===== src/prg_pkg.sv =====
// Purpose: Shared constants and types for the pattern-unlocked serial RTC gate
// Assumes: 25 MHz system clock, 32-bit AXI4-Lite register port
// Notes:   Calendar bytes are BCD; byte i of the 64-bit image is register i

package prg_pkg;

  // ----------------------------------------------------------------
  // Clock and timing
  // ----------------------------------------------------------------
  localparam int CLK_PERIOD_NS    = 40;
  localparam int HUNDREDTH_NS     = 10_000_000;
  localparam int TICK_CYCLES_DFLT = HUNDREDTH_NS / CLK_PERIOD_NS;

  // ----------------------------------------------------------------
  // Unlock pattern and serial sequence
  // ----------------------------------------------------------------
  // Bytes C5,3A,A3,5C,C5,3A,A3,5C from low byte up, each sent LSB first
  localparam logic [63:0] UNLOCK_PATTERN = 64'h5ca3_3ac5_5ca3_3ac5;
  localparam int          SEQ_BITS       = 64;
  localparam logic [5:0]  SEQ_LAST       = 6'h3f;

  // ----------------------------------------------------------------
  // Calendar register layout
  // ----------------------------------------------------------------
  localparam int REG_HUND  = 0;
  localparam int REG_SEC   = 1;
  localparam int REG_MIN   = 2;
  localparam int REG_HOUR  = 3;
  localparam int REG_DAY   = 4;
  localparam int REG_DATE  = 5;
  localparam int REG_MONTH = 6;
  localparam int REG_YEAR  = 7;

  localparam int HOUR_12H_BIT    = 7;
  localparam int HOUR_PM_BIT     = 5;
  localparam int DAY_RST_IGN_BIT = 4;
  localparam int DAY_OSC_OFF_BIT = 5;

  // Bits that always read zero are cleared on every load
  localparam logic [7:0][7:0] CAL_MASK =
    {8'hff, 8'h1f, 8'h3f, 8'h37, 8'hbf, 8'h7f, 8'h7f, 8'hff};
  // Oscillator stopped after reset, date 01/01/00, day 1
  localparam logic [7:0][7:0] CAL_RESET =
    {8'h00, 8'h01, 8'h01, 8'h21, 8'h00, 8'h00, 8'h00, 8'h00};

  // ----------------------------------------------------------------
  // AXI4-Lite register map
  // ----------------------------------------------------------------
  localparam logic [7:0] OFS_CTRL    = 8'h00;
  localparam logic [7:0] OFS_STATUS  = 8'h04;
  localparam logic [7:0] OFS_TIME_LO = 8'h08;
  localparam logic [7:0] OFS_TIME_HI = 8'h0c;

  localparam int         CTRL_LOCK_BIT = 0;
  localparam logic       CTRL_RESET    = 1'b0;
  localparam logic [1:0] RESP_OKAY     = 2'b00;
  localparam logic [1:0] RESP_SLVERR   = 2'b10;

  // STATUS field positions
  localparam int ST_STATE_LSB = 0;
  localparam int ST_MPTR_LSB  = 2;
  localparam int ST_XCNT_LSB  = 8;
  localparam int ST_PF_BIT    = 16;
  localparam int ST_ROM_BIT   = 17;

  // ----------------------------------------------------------------
  // Types
  // ----------------------------------------------------------------
  typedef enum logic [1:0] {
    ST_LOCKED = 2'b00,
    ST_MATCH  = 2'b01,
    ST_XFER   = 2'b11,
    ST_REJECT = 2'b10
  } prg_state_t;

  // Asynchronous pin bundle, all sampled through two flip-flops
  typedef struct packed {
    logic sel_n;
    logic oe_n;
    logic we_n;
    logic d;
    logic rst_n;
    logic pf;
    logic rom;
  } prg_pins_t;

  localparam prg_pins_t PINS_IDLE = '{sel_n: 1'b1, oe_n: 1'b1, we_n: 1'b1,
                                      d: 1'b0, rst_n: 1'b1, pf: 1'b0,
                                      rom: 1'b0};

endpackage


===== src/prg_rtc_gate.sv =====
// Purpose: Hidden-access RTC gate in series with a memory chip select
// Assumes: Strobes from the host are asynchronous and are synchronised here
// Notes:   Cycles are decoded on the trailing edge of the synchronised strobe

`timescale 1ns/10ps

module prg_rtc_gate
  import prg_pkg::*;
#(
  parameter int AXI_ADDR_W  = 8,
  parameter int TICK_CYCLES = TICK_CYCLES_DFLT
) (
  // Clock and reset
  input  wire logic                  aclk,
  input  wire logic                  aresetn,
  // AXI4-Lite slave
  input  wire logic [AXI_ADDR_W-1:0] s_axi_awaddr,
  input  wire logic                  s_axi_awvalid,
  output      logic                  s_axi_awready,
  input  wire logic [31:0]           s_axi_wdata,
  input  wire logic [3:0]            s_axi_wstrb,
  input  wire logic                  s_axi_wvalid,
  output      logic                  s_axi_wready,
  output      logic [1:0]            s_axi_bresp,
  output      logic                  s_axi_bvalid,
  input  wire logic                  s_axi_bready,
  input  wire logic [AXI_ADDR_W-1:0] s_axi_araddr,
  input  wire logic                  s_axi_arvalid,
  output      logic                  s_axi_arready,
  output      logic [31:0]           s_axi_rdata,
  output      logic [1:0]            s_axi_rresp,
  output      logic                  s_axi_rvalid,
  input  wire logic                  s_axi_rready,
  // Host strobes and data pins
  input  wire logic                  select_in_n,
  input  wire logic                  oe_n,
  input  wire logic                  we_n,
  input  wire logic                  d_in,
  output      logic                  q_out,
  output      logic                  q_oe,
  // Memory side
  output      logic                  memory_select_out_n,
  // Supervision pins
  input  wire logic                  transfer_reset_n,
  input  wire logic                  below_power_fail_threshold,
  input  wire logic                  rom_mode
);

  // ------------------------------------------------------------------
  // Pin synchronisers
  // ------------------------------------------------------------------
  prg_pins_t pin_raw;
  prg_pins_t pin_meta;
  prg_pins_t pin_s;

  assign pin_raw = '{sel_n: select_in_n, oe_n: oe_n, we_n: we_n, d: d_in,
                     rst_n: transfer_reset_n,
                     pf: below_power_fail_threshold, rom: rom_mode};

  always_ff @(posedge aclk) begin
    if (!aresetn) begin
      pin_meta <= PINS_IDLE;
      pin_s    <= PINS_IDLE;
    end else begin
      pin_meta <= pin_raw;
      pin_s    <= pin_meta;
    end
  end

  // ------------------------------------------------------------------
  // Bus cycle decode
  // ------------------------------------------------------------------
  logic cyc_act;
  logic cyc_rd_now;
  logic cyc_wr_now;
  logic act_q;
  logic rd_seen;
  logic wr_seen;
  logic d_cap;
  logic next_act_q;
  logic next_rd_seen;
  logic next_wr_seen;
  logic next_d_cap;
  logic cyc_end;
  logic cyc_rd;
  logic cyc_wr;

  // Only selected cycles count, so unselected traffic interleaves freely
  assign cyc_rd_now = !pin_s.sel_n && !pin_s.oe_n;
  assign cyc_wr_now = !pin_s.sel_n && !pin_s.we_n;
  assign cyc_act    = cyc_rd_now || cyc_wr_now;
  assign cyc_end    = act_q && !cyc_act;
  // A write strobe wins if both were seen in one cycle
  assign cyc_wr     = cyc_end && wr_seen;
  assign cyc_rd     = cyc_end && rd_seen && !wr_seen;

  always_comb begin
    next_act_q   = cyc_act;
    next_rd_seen = cyc_act ? (rd_seen || cyc_rd_now) : 1'b0;
    next_wr_seen = cyc_act ? (wr_seen || cyc_wr_now) : 1'b0;
    // Data is taken while write strobe is low, last value wins
    next_d_cap   = cyc_wr_now ? pin_s.d : d_cap;
  end

  always_ff @(posedge aclk) begin
    if (!aresetn) begin
      act_q   <= 1'b0;
      rd_seen <= 1'b0;
      wr_seen <= 1'b0;
      d_cap   <= 1'b0;
    end else begin
      act_q   <= next_act_q;
      rd_seen <= next_rd_seen;
      wr_seen <= next_wr_seen;
      d_cap   <= next_d_cap;
    end
  end

  // ------------------------------------------------------------------
  // Unlock and transfer sequencer
  // ------------------------------------------------------------------
  prg_state_t       state;
  prg_state_t       next_state;
  logic [5:0]       mptr;
  logic [5:0]       next_mptr;
  logic [5:0]       xcnt;
  logic [5:0]       next_xcnt;
  logic [63:0]      shadow;
  logic [63:0]      next_shadow;
  logic             wrote;
  logic             next_wrote;
  logic             commit;
  logic             host_lock;
  logic [7:0][7:0]  cal;
  logic             abort;

  // Power fail aborts in both memory modes; reset pin only when enabled
  assign abort = pin_s.pf
               || (!pin_s.rst_n && !cal[REG_DAY][DAY_RST_IGN_BIT])
               || host_lock;

  always_comb begin
    next_state  = state;
    next_mptr   = mptr;
    next_xcnt   = xcnt;
    next_shadow = shadow;
    next_wrote  = wrote;
    commit      = 1'b0;
    if (abort) begin
      // Leave calendar untouched, drop any partial transfer
      next_state = ST_LOCKED;
      next_mptr  = 6'h00;
      next_xcnt  = 6'h00;
      next_wrote = 1'b0;
    end else begin
      case (state)
        ST_LOCKED, ST_MATCH, ST_REJECT: begin
          if (cyc_rd) begin
            next_state = ST_MATCH;
            next_mptr  = 6'h00;
          end else if (cyc_wr && state == ST_MATCH) begin
            if (d_cap == UNLOCK_PATTERN[mptr]) begin
              next_mptr = mptr + 6'h01;
              if (mptr == SEQ_LAST) begin
                next_state  = ST_XFER;
                next_xcnt   = 6'h00;
                next_shadow = cal;
                next_wrote  = 1'b0;
              end
            end else begin
              next_state = ST_REJECT;
            end
          end
        end
        ST_XFER: begin
          if (cyc_rd || cyc_wr) begin
            if (cyc_wr) begin
              next_shadow[xcnt] = d_cap;
              next_wrote        = 1'b1;
            end
            next_xcnt = xcnt + 6'h01;
            if (xcnt == SEQ_LAST) begin
              next_state = ST_LOCKED;
              next_mptr  = 6'h00;
              commit     = next_wrote;
            end
          end
        end
        default: begin
          next_state = ST_LOCKED;
        end
      endcase
    end
  end

  always_ff @(posedge aclk) begin
    if (!aresetn) begin
      state  <= ST_LOCKED;
      mptr   <= 6'h00;
      xcnt   <= 6'h00;
      shadow <= 64'h0;
      wrote  <= 1'b0;
    end else begin
      state  <= next_state;
      mptr   <= next_mptr;
      xcnt   <= next_xcnt;
      shadow <= next_shadow;
      wrote  <= next_wrote;
    end
  end

  // ------------------------------------------------------------------
  // Pin outputs
  // ------------------------------------------------------------------
  logic next_msel_n;
  logic next_q_out;
  logic next_q_oe;

  always_comb begin
    if (pin_s.pf) begin
      next_msel_n = pin_s.rom ? 1'b0 : 1'b1;
    end else if (state == ST_XFER) begin
      next_msel_n = 1'b1;
    end else begin
      next_msel_n = pin_s.sel_n;
    end
    next_q_out = shadow[xcnt];
    next_q_oe  = (state == ST_XFER) && cyc_rd_now && !abort;
  end

  always_ff @(posedge aclk) begin
    if (!aresetn) begin
      memory_select_out_n <= 1'b1;
      q_out               <= 1'b0;
      q_oe                <= 1'b0;
    end else begin
      memory_select_out_n <= next_msel_n;
      q_out               <= next_q_out;
      q_oe                <= next_q_oe;
    end
  end

  // ------------------------------------------------------------------
  // Calendar
  // ------------------------------------------------------------------
  logic [31:0]     tick_cnt;
  logic [31:0]     next_tick_cnt;
  logic            tick;
  logic [7:0][7:0] next_cal;

  function automatic logic [7:0] bcd_inc(input logic [7:0] v,
                                         input logic [7:0] vmax,
                                         input logic [7:0] vmin);
    logic [7:0] r;
    r = 8'h00;
    if (v >= vmax) begin
      r = vmin;
    end else if (v[3:0] == 4'h9) begin
      r = {v[7:4] + 4'h1, 4'h0};
    end else begin
      r = v + 8'h01;
    end
    return r;
  endfunction

  // BCD year within one century ending at 2099
  function automatic logic is_leap(input logic [7:0] y);
    logic r;
    r = 1'b0;
    if (y[4]) begin
      r = (y[3:0] == 4'h2) || (y[3:0] == 4'h6);
    end else begin
      r = (y[3:0] == 4'h0) || (y[3:0] == 4'h4) || (y[3:0] == 4'h8);
    end
    return r;
  endfunction

  function automatic logic [7:0] month_len(input logic [7:0] m,
                                           input logic [7:0] y);
    logic [7:0] r;
    r = 8'h31;
    case (m)
      8'h02:                      r = is_leap(y) ? 8'h29 : 8'h28;
      8'h04, 8'h06, 8'h09, 8'h11: r = 8'h30;
      default:                    r = 8'h31;
    endcase
    return r;
  endfunction

  assign tick = (tick_cnt == 32'(TICK_CYCLES - 1));

  always_comb begin
    logic       carry;
    logic [7:0] hr;
    logic [7:0] ml;
    logic [7:0] hn;
    carry         = 1'b0;
    hr            = 8'h00;
    hn            = 8'h00;
    ml            = month_len(cal[REG_MONTH], cal[REG_YEAR]);
    next_cal      = cal;
    next_tick_cnt = tick ? 32'h0 : tick_cnt + 32'h1;
    if (commit) begin
      for (int i = 0; i < 8; i++) begin
        next_cal[i] = shadow[8*i +: 8] & CAL_MASK[i];
      end
      next_cal[REG_YEAR][7] = next_shadow[SEQ_BITS-1];
    end else if (tick && !cal[REG_DAY][DAY_OSC_OFF_BIT]) begin
      next_cal[REG_HUND] = bcd_inc(cal[REG_HUND], 8'h99, 8'h00);
      carry = (cal[REG_HUND] == 8'h99);
      if (carry) begin
        next_cal[REG_SEC] = bcd_inc(cal[REG_SEC], 8'h59, 8'h00);
        carry = (cal[REG_SEC] == 8'h59);
      end
      if (carry) begin
        next_cal[REG_MIN] = bcd_inc(cal[REG_MIN], 8'h59, 8'h00);
        carry = (cal[REG_MIN] == 8'h59);
      end
      if (carry) begin
        if (cal[REG_HOUR][HOUR_12H_BIT]) begin
          hr = {3'b000, cal[REG_HOUR][4:0]};
          carry = 1'b0;
          if (hr == 8'h12) begin
            next_cal[REG_HOUR][4:0] = 5'h01;
          end else if (hr == 8'h11) begin
            next_cal[REG_HOUR][4:0] = 5'h12;
            next_cal[REG_HOUR][HOUR_PM_BIT] = !cal[REG_HOUR][HOUR_PM_BIT];
            carry = cal[REG_HOUR][HOUR_PM_BIT];
          end else begin
            hn = bcd_inc(hr, 8'h12, 8'h01);
            next_cal[REG_HOUR][4:0] = hn[4:0];
          end
        end else begin
          hr = {2'b00, cal[REG_HOUR][5:0]};
          hn = bcd_inc(hr, 8'h23, 8'h00);
          next_cal[REG_HOUR][5:0] = hn[5:0];
          carry = (hr == 8'h23);
        end
      end
      if (carry) begin
        next_cal[REG_DAY][2:0] = (cal[REG_DAY][2:0] == 3'h7) ? 3'h1
                               : cal[REG_DAY][2:0] + 3'h1;
        next_cal[REG_DATE] = bcd_inc(cal[REG_DATE], ml, 8'h01);
        carry = (cal[REG_DATE] >= ml);
      end
      if (carry) begin
        next_cal[REG_MONTH] = bcd_inc(cal[REG_MONTH], 8'h12, 8'h01);
        carry = (cal[REG_MONTH] == 8'h12);
      end
      if (carry) begin
        next_cal[REG_YEAR] = bcd_inc(cal[REG_YEAR], 8'h99, 8'h00);
      end
    end
  end

  always_ff @(posedge aclk) begin
    if (!aresetn) begin
      cal      <= CAL_RESET;
      tick_cnt <= 32'h0;
    end else begin
      cal      <= next_cal;
      tick_cnt <= next_tick_cnt;
    end
  end

  // ------------------------------------------------------------------
  // AXI4-Lite slave
  // ------------------------------------------------------------------
  logic [7:0]  aw_addr;
  logic        aw_full;
  logic [31:0] w_data;
  logic [3:0]  w_strb;
  logic        w_full;
  logic [7:0]  next_aw_addr;
  logic        next_aw_full;
  logic [31:0] next_w_data;
  logic [3:0]  next_w_strb;
  logic        next_w_full;
  logic        next_awready;
  logic        next_wready;
  logic        next_bvalid;
  logic [1:0]  next_bresp;
  logic        next_arready;
  logic        next_rvalid;
  logic [31:0] next_rdata;
  logic [1:0]  next_rresp;
  logic        next_host_lock;
  logic [7:0]  ar_ofs;
  logic [31:0] status_word;

  assign ar_ofs = 8'(s_axi_araddr);

  always_comb begin
    status_word = 32'h0;
    status_word[ST_STATE_LSB +: 2] = state;
    status_word[ST_MPTR_LSB +: 6]  = mptr;
    status_word[ST_XCNT_LSB +: 6]  = xcnt;
    status_word[ST_PF_BIT]         = pin_s.pf;
    status_word[ST_ROM_BIT]        = pin_s.rom;
  end

  always_comb begin
    next_aw_addr   = aw_addr;
    next_aw_full   = aw_full;
    next_w_data    = w_data;
    next_w_strb    = w_strb;
    next_w_full    = w_full;
    next_bvalid    = s_axi_bvalid;
    next_bresp     = s_axi_bresp;
    next_host_lock = host_lock;
    // Ready again whenever no read answer is pending, reset included
    next_arready   = s_axi_arready || !s_axi_rvalid;
    next_rvalid    = s_axi_rvalid;
    next_rdata     = s_axi_rdata;
    next_rresp     = s_axi_rresp;
    if (s_axi_awvalid && s_axi_awready) begin
      next_aw_addr = 8'(s_axi_awaddr);
      next_aw_full = 1'b1;
    end
    if (s_axi_wvalid && s_axi_wready) begin
      next_w_data = s_axi_wdata;
      next_w_strb = s_axi_wstrb;
      next_w_full = 1'b1;
    end
    if (s_axi_bvalid && s_axi_bready) begin
      next_bvalid = 1'b0;
    end
    if (aw_full && w_full && !s_axi_bvalid) begin
      next_aw_full = 1'b0;
      next_w_full  = 1'b0;
      next_bvalid  = 1'b1;
      next_bresp   = RESP_OKAY;
      case ({aw_addr[7:2], 2'b00})
        OFS_CTRL: begin
          if (w_strb[0]) begin
            next_host_lock = w_data[CTRL_LOCK_BIT];
          end
        end
        OFS_STATUS, OFS_TIME_LO, OFS_TIME_HI: begin
          next_bresp = RESP_OKAY;
        end
        default: begin
          next_bresp = RESP_SLVERR;
        end
      endcase
    end
    next_awready = !next_aw_full && !next_bvalid;
    next_wready  = !next_w_full && !next_bvalid;
    if (s_axi_rvalid && s_axi_rready) begin
      next_rvalid  = 1'b0;
      next_arready = 1'b1;
    end
    if (s_axi_arvalid && s_axi_arready) begin
      next_arready = 1'b0;
      next_rvalid  = 1'b1;
      next_rresp   = RESP_OKAY;
      case ({ar_ofs[7:2], 2'b00})
        OFS_CTRL:    next_rdata = {31'h0, host_lock};
        OFS_STATUS:  next_rdata = status_word;
        OFS_TIME_LO: next_rdata = cal[3:0];
        OFS_TIME_HI: next_rdata = cal[7:4];
        default: begin
          next_rdata = 32'h0;
          next_rresp = RESP_SLVERR;
        end
      endcase
    end
  end

  always_ff @(posedge aclk) begin
    if (!aresetn) begin
      aw_addr       <= 8'h00;
      aw_full       <= 1'b0;
      w_data        <= 32'h0;
      w_strb        <= 4'h0;
      w_full        <= 1'b0;
      host_lock     <= CTRL_RESET;
      s_axi_awready <= 1'b0;
      s_axi_wready  <= 1'b0;
      s_axi_bvalid  <= 1'b0;
      s_axi_bresp   <= RESP_OKAY;
      s_axi_arready <= 1'b0;
      s_axi_rvalid  <= 1'b0;
      s_axi_rdata   <= 32'h0;
      s_axi_rresp   <= RESP_OKAY;
    end else begin
      aw_addr       <= next_aw_addr;
      aw_full       <= next_aw_full;
      w_data        <= next_w_data;
      w_strb        <= next_w_strb;
      w_full        <= next_w_full;
      host_lock     <= next_host_lock;
      s_axi_awready <= next_awready;
      s_axi_wready  <= next_wready;
      s_axi_bvalid  <= next_bvalid;
      s_axi_bresp   <= next_bresp;
      s_axi_arready <= next_arready;
      s_axi_rvalid  <= next_rvalid;
      s_axi_rdata   <= next_rdata;
      s_axi_rresp   <= next_rresp;
    end
  end

endmodule // prg_rtc_gate


===== config.mk =====
export PLATFORM = sky130hd
export DESIGN_NAME = prg_rtc_gate
export DESIGN_NICKNAME = d
export VERILOG_FILES = /design/src/prg_pkg.sv /design/src/prg_rtc_gate.sv
export SDC_FILE = /design/constraint.sdc
export NUM_CORES = 1
export LEC_CHECK = 0
export BUFFER_PORTS_ARGS = -buffer_cell sky130_fd_sc_hd__buf_4
export CAP_MARGIN = 0
export CORE_MARGIN = 4
export CORE_UTILIZATION = 39
export DETAILED_ROUTE_END_ITERATION = 8
export HOLD_SLACK_MARGIN = 0.1
export PLACE_DENSITY = 0.66
export SETUP_SLACK_MARGIN = 0.02
export SYNTH_ARGS = -nofsm -noshare
export SYNTH_HDL_FRONTEND = slang
export SYNTH_SLANG_ARGS = --single-unit
export TNS_END_PERCENT = 1

===== constraint.sdc =====
create_clock -name aclk -period 3 [get_ports aclk]
set_clock_uncertainty 0.05 [all_clocks]
set_input_delay 0.3 -clock aclk [delete_from_list [all_inputs] [get_ports aclk]]
set_output_delay 0.3 -clock aclk [all_outputs]
set_load 0.02 [all_outputs]

# After elaboration in Yosys (flattened, before gate mapping)
# Memories as Yosys holds them, arrays and structs flattened. A register that Yosys moved wholly into a read port is not among the register bits.
# Index checks and enable logic that the tools add are counted.
# totals
ff_bits,246
latch_bits,0
ram_bits,0
mem_bits_ro,64
in_bits,66
out_inout_bits,44
wordCells,341
memories,1
# memory_table
memory,depth,word_bits,read_ports,rd_ports_with_merged_regs,wr,line,text
(name not given),64,1,1,1,0,prg_rtc_gate.sv:162,if (d_cap == UNLOCK_PATTERN[mptr]) begin
# op_classes
add_sub_neg,20
multipliers,0
div,0
order_cmp,11
eq_ne,49
n_shift,0
muxes,118
bitwise_logic,2
n_reduce_logical,83
# ops
cell,count
$mux W64,7
$mux W8,17
$pmux W32 S4,1
$pmux W64 S2,1
$mux W6,16
$bwmux W64,1
$mux W30,2
$add A8 B1 Y8 const B,6
$mux W1,48
$mux W24,2
$add A32 B1 Y32 const B,1
$eq A32 B18 Y1 const B,1
$eq A4 B4 Y1 const B,8
$add A4 B1 Y4 const B,6
$eq A6 B2 Y1 const B,4
$pmux W6 S2,2
$reduce_and A2 Y1,11
$logic_and A1 B1 Y1,21
$mux W5,4
$add A6 B1 Y6 const B,3
$eq A6 B6 Y1 const B,3
$eq A8 B3 Y1 const B,2
$eq A8 B5 Y1 const B,2
$eq A8 B7 Y1 const B,2
48 further kinds,112

# Longest topological paths before layout
# depth
depth_word,27
depth_mapped,15
ltp_nobuf,14

# Least setup slack after synthesis
# OpenSTA, ideal clock, no wires.
# synth_timing
kind,register to register
from,reg cal[53] in the netlist's numbering
to,reg cal[42] in the netlist's numbering
setup_time_ps,70
arrival_ps,3203
t_required_ps,2880
path_slack_ps,-323
path_stages_with_launch,14
path_buffers,1
synth_period_minus_slack_ps,3323
cell_sequence,dfxtp_1 > inv_1 > ha_1 > nor2b_1 > nand2_1 > o311ai_0 > ha_1 > or4b_2 > a211oi_1 > o21ai_0 > clkbuf_1 > a2111oi_0 > a21oi_1 > a21oi_1
# synth_between
elab_chain_cells,8
elab_cells_between_ends,12
classes_between,order compare: 1; eq/ne: 5; mux: 5; reduce/logical: 1
# synth_rtl
element,line,text
start: declaration,prg_rtc_gate.sv:134,logic [7:0][7:0] cal;
start signal: assignment,prg_rtc_gate.sv:361,cal <= next_cal;
"$eq A8 B3 Y1, or another cell as far along",prg_rtc_gate.sv:282,case (m)
$reduce_or A4 Y1,prg_rtc_gate.sv:282,
$pmux W5 S2 (*),prg_rtc_gate.sv:282,
$ge A8 B8 Y1 (*),prg_rtc_gate.sv:256,if (v >= vmax) begin
$mux W8 (*),prg_rtc_gate.sv:256,
$mux W8 (*),prg_rtc_gate.sv:340,if (carry) begin
$mux W24 (*),prg_rtc_gate.sv:308,end else if (tick && !cal[REG_DAY][DAY_OSC_OFF_BIT]) begin
$mux W24 (*),prg_rtc_gate.sv:303,if (commit) begin
# Every way passes the cells marked *; elsewhere a longest branch is shown, timed or not. The select of a mux whose other input is x is not followed.
# A chain may end at the register's enable or synchronous reset.

# Worst setup path after layout
# layout_timing
from,reg cal[48] in the netlist's numbering
to,reg cal[42] in the netlist's numbering
# Same word-level chain as after synthesis.

==> qor.yml <==
status: "complete, but fails checks"
violations: "negative setup slack"
area_growth_pct: 21.9
grt_pass1_wl_mm: 72.4
gp_congestion: 0.942
r2r-start: "cal[48]"
final_layout_size_suffix_gt1_share_pct: 16.3
grt_max_degree: 67
multi_input_area_um2: 8100
syn_area_um2: 13500
ys_ff_latch: 243
leakage_nw: 5.90
synthArstFlopShare_pct: 0
critPathMaxFanout: 7
cp.arrival_ps: 3510
fp.dieArea_um2: 37800
syn_avg_cell_area_um2: 7.64
drt-total-wl_mm: 46.4
synth_seq_area_share_pct: 35.9
cp_top_family: "compound AO/OA/AOI/OAI gates"
vias: 14122
synth_ff_type: "dfxtp_1"
startpoint_type: "flip-flop"
dieWidth_um: 194
insertion_delay_ps: 560
seq_area_um2: 4870
max_cap_violations: 0
synth.top_cell.area_share_pct: 35.9
vdd_drop_max_mv: 0.443
yosys_warnings: 0
grt_pass1_vias: 13222
place_hpwl_mm: 31.7
ys_types: 78
cp_num_buf_inv: 2
fin_crit_ps: 3070
reg2reg_to: "cal[42]"
grt_use_total_pct: 23.1
holdPathEnd: "s_axi_rdata[12]"
cts_max_level: 1
layout_commonest_cell: "dfxtp_1"
drc: 0
synth_cells: 1774
slew_violations: 0
antenna_found_initial: 0
hold_start: "s_axi_araddr[2]"
whs_path_depth: 3
slew_headroom_pct: 48.3
hold_path_class: "in -> reg"
rsz0062_at_grt: "true"
finalPower_mw: 7.34
fp.dieH_um: 194
power.density_nw_per_um2: 444
tightest_slew_ps: 776
criticalPathCategory: "reg -> reg"
setup_ws_ps: -73.0
cts_setup_buffers: 0
fmax_mhz: 325
finalSetupViolCount: 5
initial_core_util_pct: 40.0
n_fill_cell: 3318
antenna_left: 0
fin_crit_sh_pct: 102
cp_cell_sequence: "inv_2, or3_1, o22ai_2, o311ai_2, ha_1, or4b_4, a211oi_4, o21ai_2, buf_6, a2111oi_4, a21oi_1, a21oi_1"
cts_buffers: 28
ios: 110
avgViaCountPerCell: 6.00
core_um2: 33900
cts_sinks: 243
cp-end-kind: "flip-flop"
crit_top_cell: "a21oi_1"
finalHoldViolations: 0
finalNetCount: 1974
reg2regPathDepth: 12
rows: 67
dp_slack_ps: -110
synth_top_area_cell: "dfxtp_1"
cpPeakStageDelay_ps: 490
cts_tree: "built"
fin_setup_tns_ps: -171
overflow: 0
wl_per_cell_um: 19.7
rrSetupSlack_ps: -70
cts.path.max_buffers: 3
path_clk_slew_ps: 70
synth_area_leaders: "dfxtp_1 36%, a21oi_1 6.1%, nand2_1 5.4%"
layout_common_cells: "239 x dfxtp_1, 195 x nand2_1, 193 x buf_4"
drt-pass1-iter-count: 6
drt_iter0_markers: 1540
antenna_cells: 0
crit_required_ps: 3440
synth_edf_count: 0
cts_root_buf: "clkbuf_16"
io_buffers: 69
crit_path_top_delay_cell: "or4b_4"
final cells by class:
type	instances	share of cell area, %
multi-input combinational	1350	49.0
clock inverter	18	1.56
clock buffer	34	4.69
timing repair buffer	228	11.1
sequential	243	29.5
inverter	33	0.758
tap	448	3.39
flip-flops by register name (all words and copies together) (netlist names), 2 cells and up, named ones only:
name,flops
aw_addr,6
cal,60
mptr,6
pin_meta,7
pin_s,7
s_axi_rdata,32
shadow,64
state,2
tick_cnt,32
xcnt,6
through the flow:
| step | instance area, um2 | cells | hold WS [ps] | utilization (%) |
|---|---|---|---|---|
| 2_1_floorplan | 13600 | 1775 | 336 | - |
| 3_3_place_gp | 15100 | 2271 | 342 | 44.6 |
| 3_5_place_dp | 15100 | 2271 | 343 | 44.6 |
| 4_1_cts | 16500 | 2354 | 162 | 48.7 |
| 5_1_grt | 16500 | 2354 | 209 | 48.8 |
| 6_report | 16500 | 2354 | 198 | 48.8 |
report_power, final:
group	switching [mW]	internal (mW)
Combinational	0.144	0.102
Sequential	0.0191	3.25
Clock	1.47	2.35
synth_stat cells, types with 4 or more instances:
| cell type | count |
|---|---|
| nor2_1 | 178 |
| or3_1 | 11 |
| a211oi_1 | 49 |
| and2_1 | 16 |
| inv_1 | 32 |
| a21o_1 | 5 |
| xor2_1 | 29 |
| mux2i_1 | 33 |
| a31oi_1 | 29 |
| buf_2 | 10 |
| ha_1 | 24 |
| nand3_1 | 105 |
| o21a_1 | 8 |
| buf_1 | 13 |
| nand2b_1 | 12 |
| mux2_2 | 16 |
| nor2b_1 | 9 |
| o21ai_0 | 147 |
| nand4_1 | 16 |
| a221oi_1 | 8 |
| o211ai_1 | 27 |
| a2111oi_0 | 7 |
| nand2_1 | 196 |
| a22o_1 | 10 |
| o31ai_1 | 6 |
| a22oi_1 | 56 |
| o22ai_1 | 4 |
| a21oi_1 | 164 |
| or2_2 | 4 |
| nor3b_1 | 9 |
| nor4_1 | 18 |
| xnor2_1 | 21 |
| dfxtp_1 | 243 |
| clkbuf_1 | 121 |
| and3_1 | 26 |
| nor3_1 | 24 |
| or4_1 | 8 |
| nand3b_1 | 7 |
| o311ai_0 | 8 |
worst max path at each step:
stage / endpoint / cells past startpoint / from / slack, ps
after floorplan: cal[42] / 12 / cal[49] / 100
after global placement: cal[42] / 14 / cal[52] / -10
after detailed placement: cal[42] / 13 / cal[52] / -110
after CTS: cal[42] / 12 / cal[48] / -40
after global routing: cal[42] / 12 / cal[48] / -190
final: cal[42] / 12 / cal[48] / -70
worst min-delay path, stage by stage:
cell	delay, ps
buf_4	230
a22oi_1	100
o21ai_0	130
per-layer routing:
layer	global-route usage (%)	part of all wire (%)
met1	30.4	41
met2	37.1	45
met3	4.28	8.5
met4	10.6	5.1
met5	0	0
logic make-up (layout without fill, tap and decap cells):
| family | after synthesis | in the layout | synth area share, % |
|---|---|---|---|
| and+or+nand+nor | 668 | 668 | 23.9 |
| AOI/OAI and AO/OA | 556 | 556 | 25.4 |
| DFF | 243 | 243 | 35.9 |
| buffers and inverters | 182 | 313 | 5.33 |
| xor gates and xnor gates | 50 | 50 | 3.23 |
| muxes | 50 | 50 | 3.93 |
| adders and majority gates | 24 | 24 | 2.22 |
| other | 1 | 2 | 0.0277 |
what timing repair did:
| item | CTS | global route |
|---|---|---|
| hold buffers | 31 | 0 |
| pin swaps | 1 | 2 |
| endpoints found under the setup margin | 12 | 25 |
| gates resized for setup | 9 | 5 |
| endpoints found under the hold margin | 23 | 0 |
Note: power is estimated with default switching activity, not from simulation.
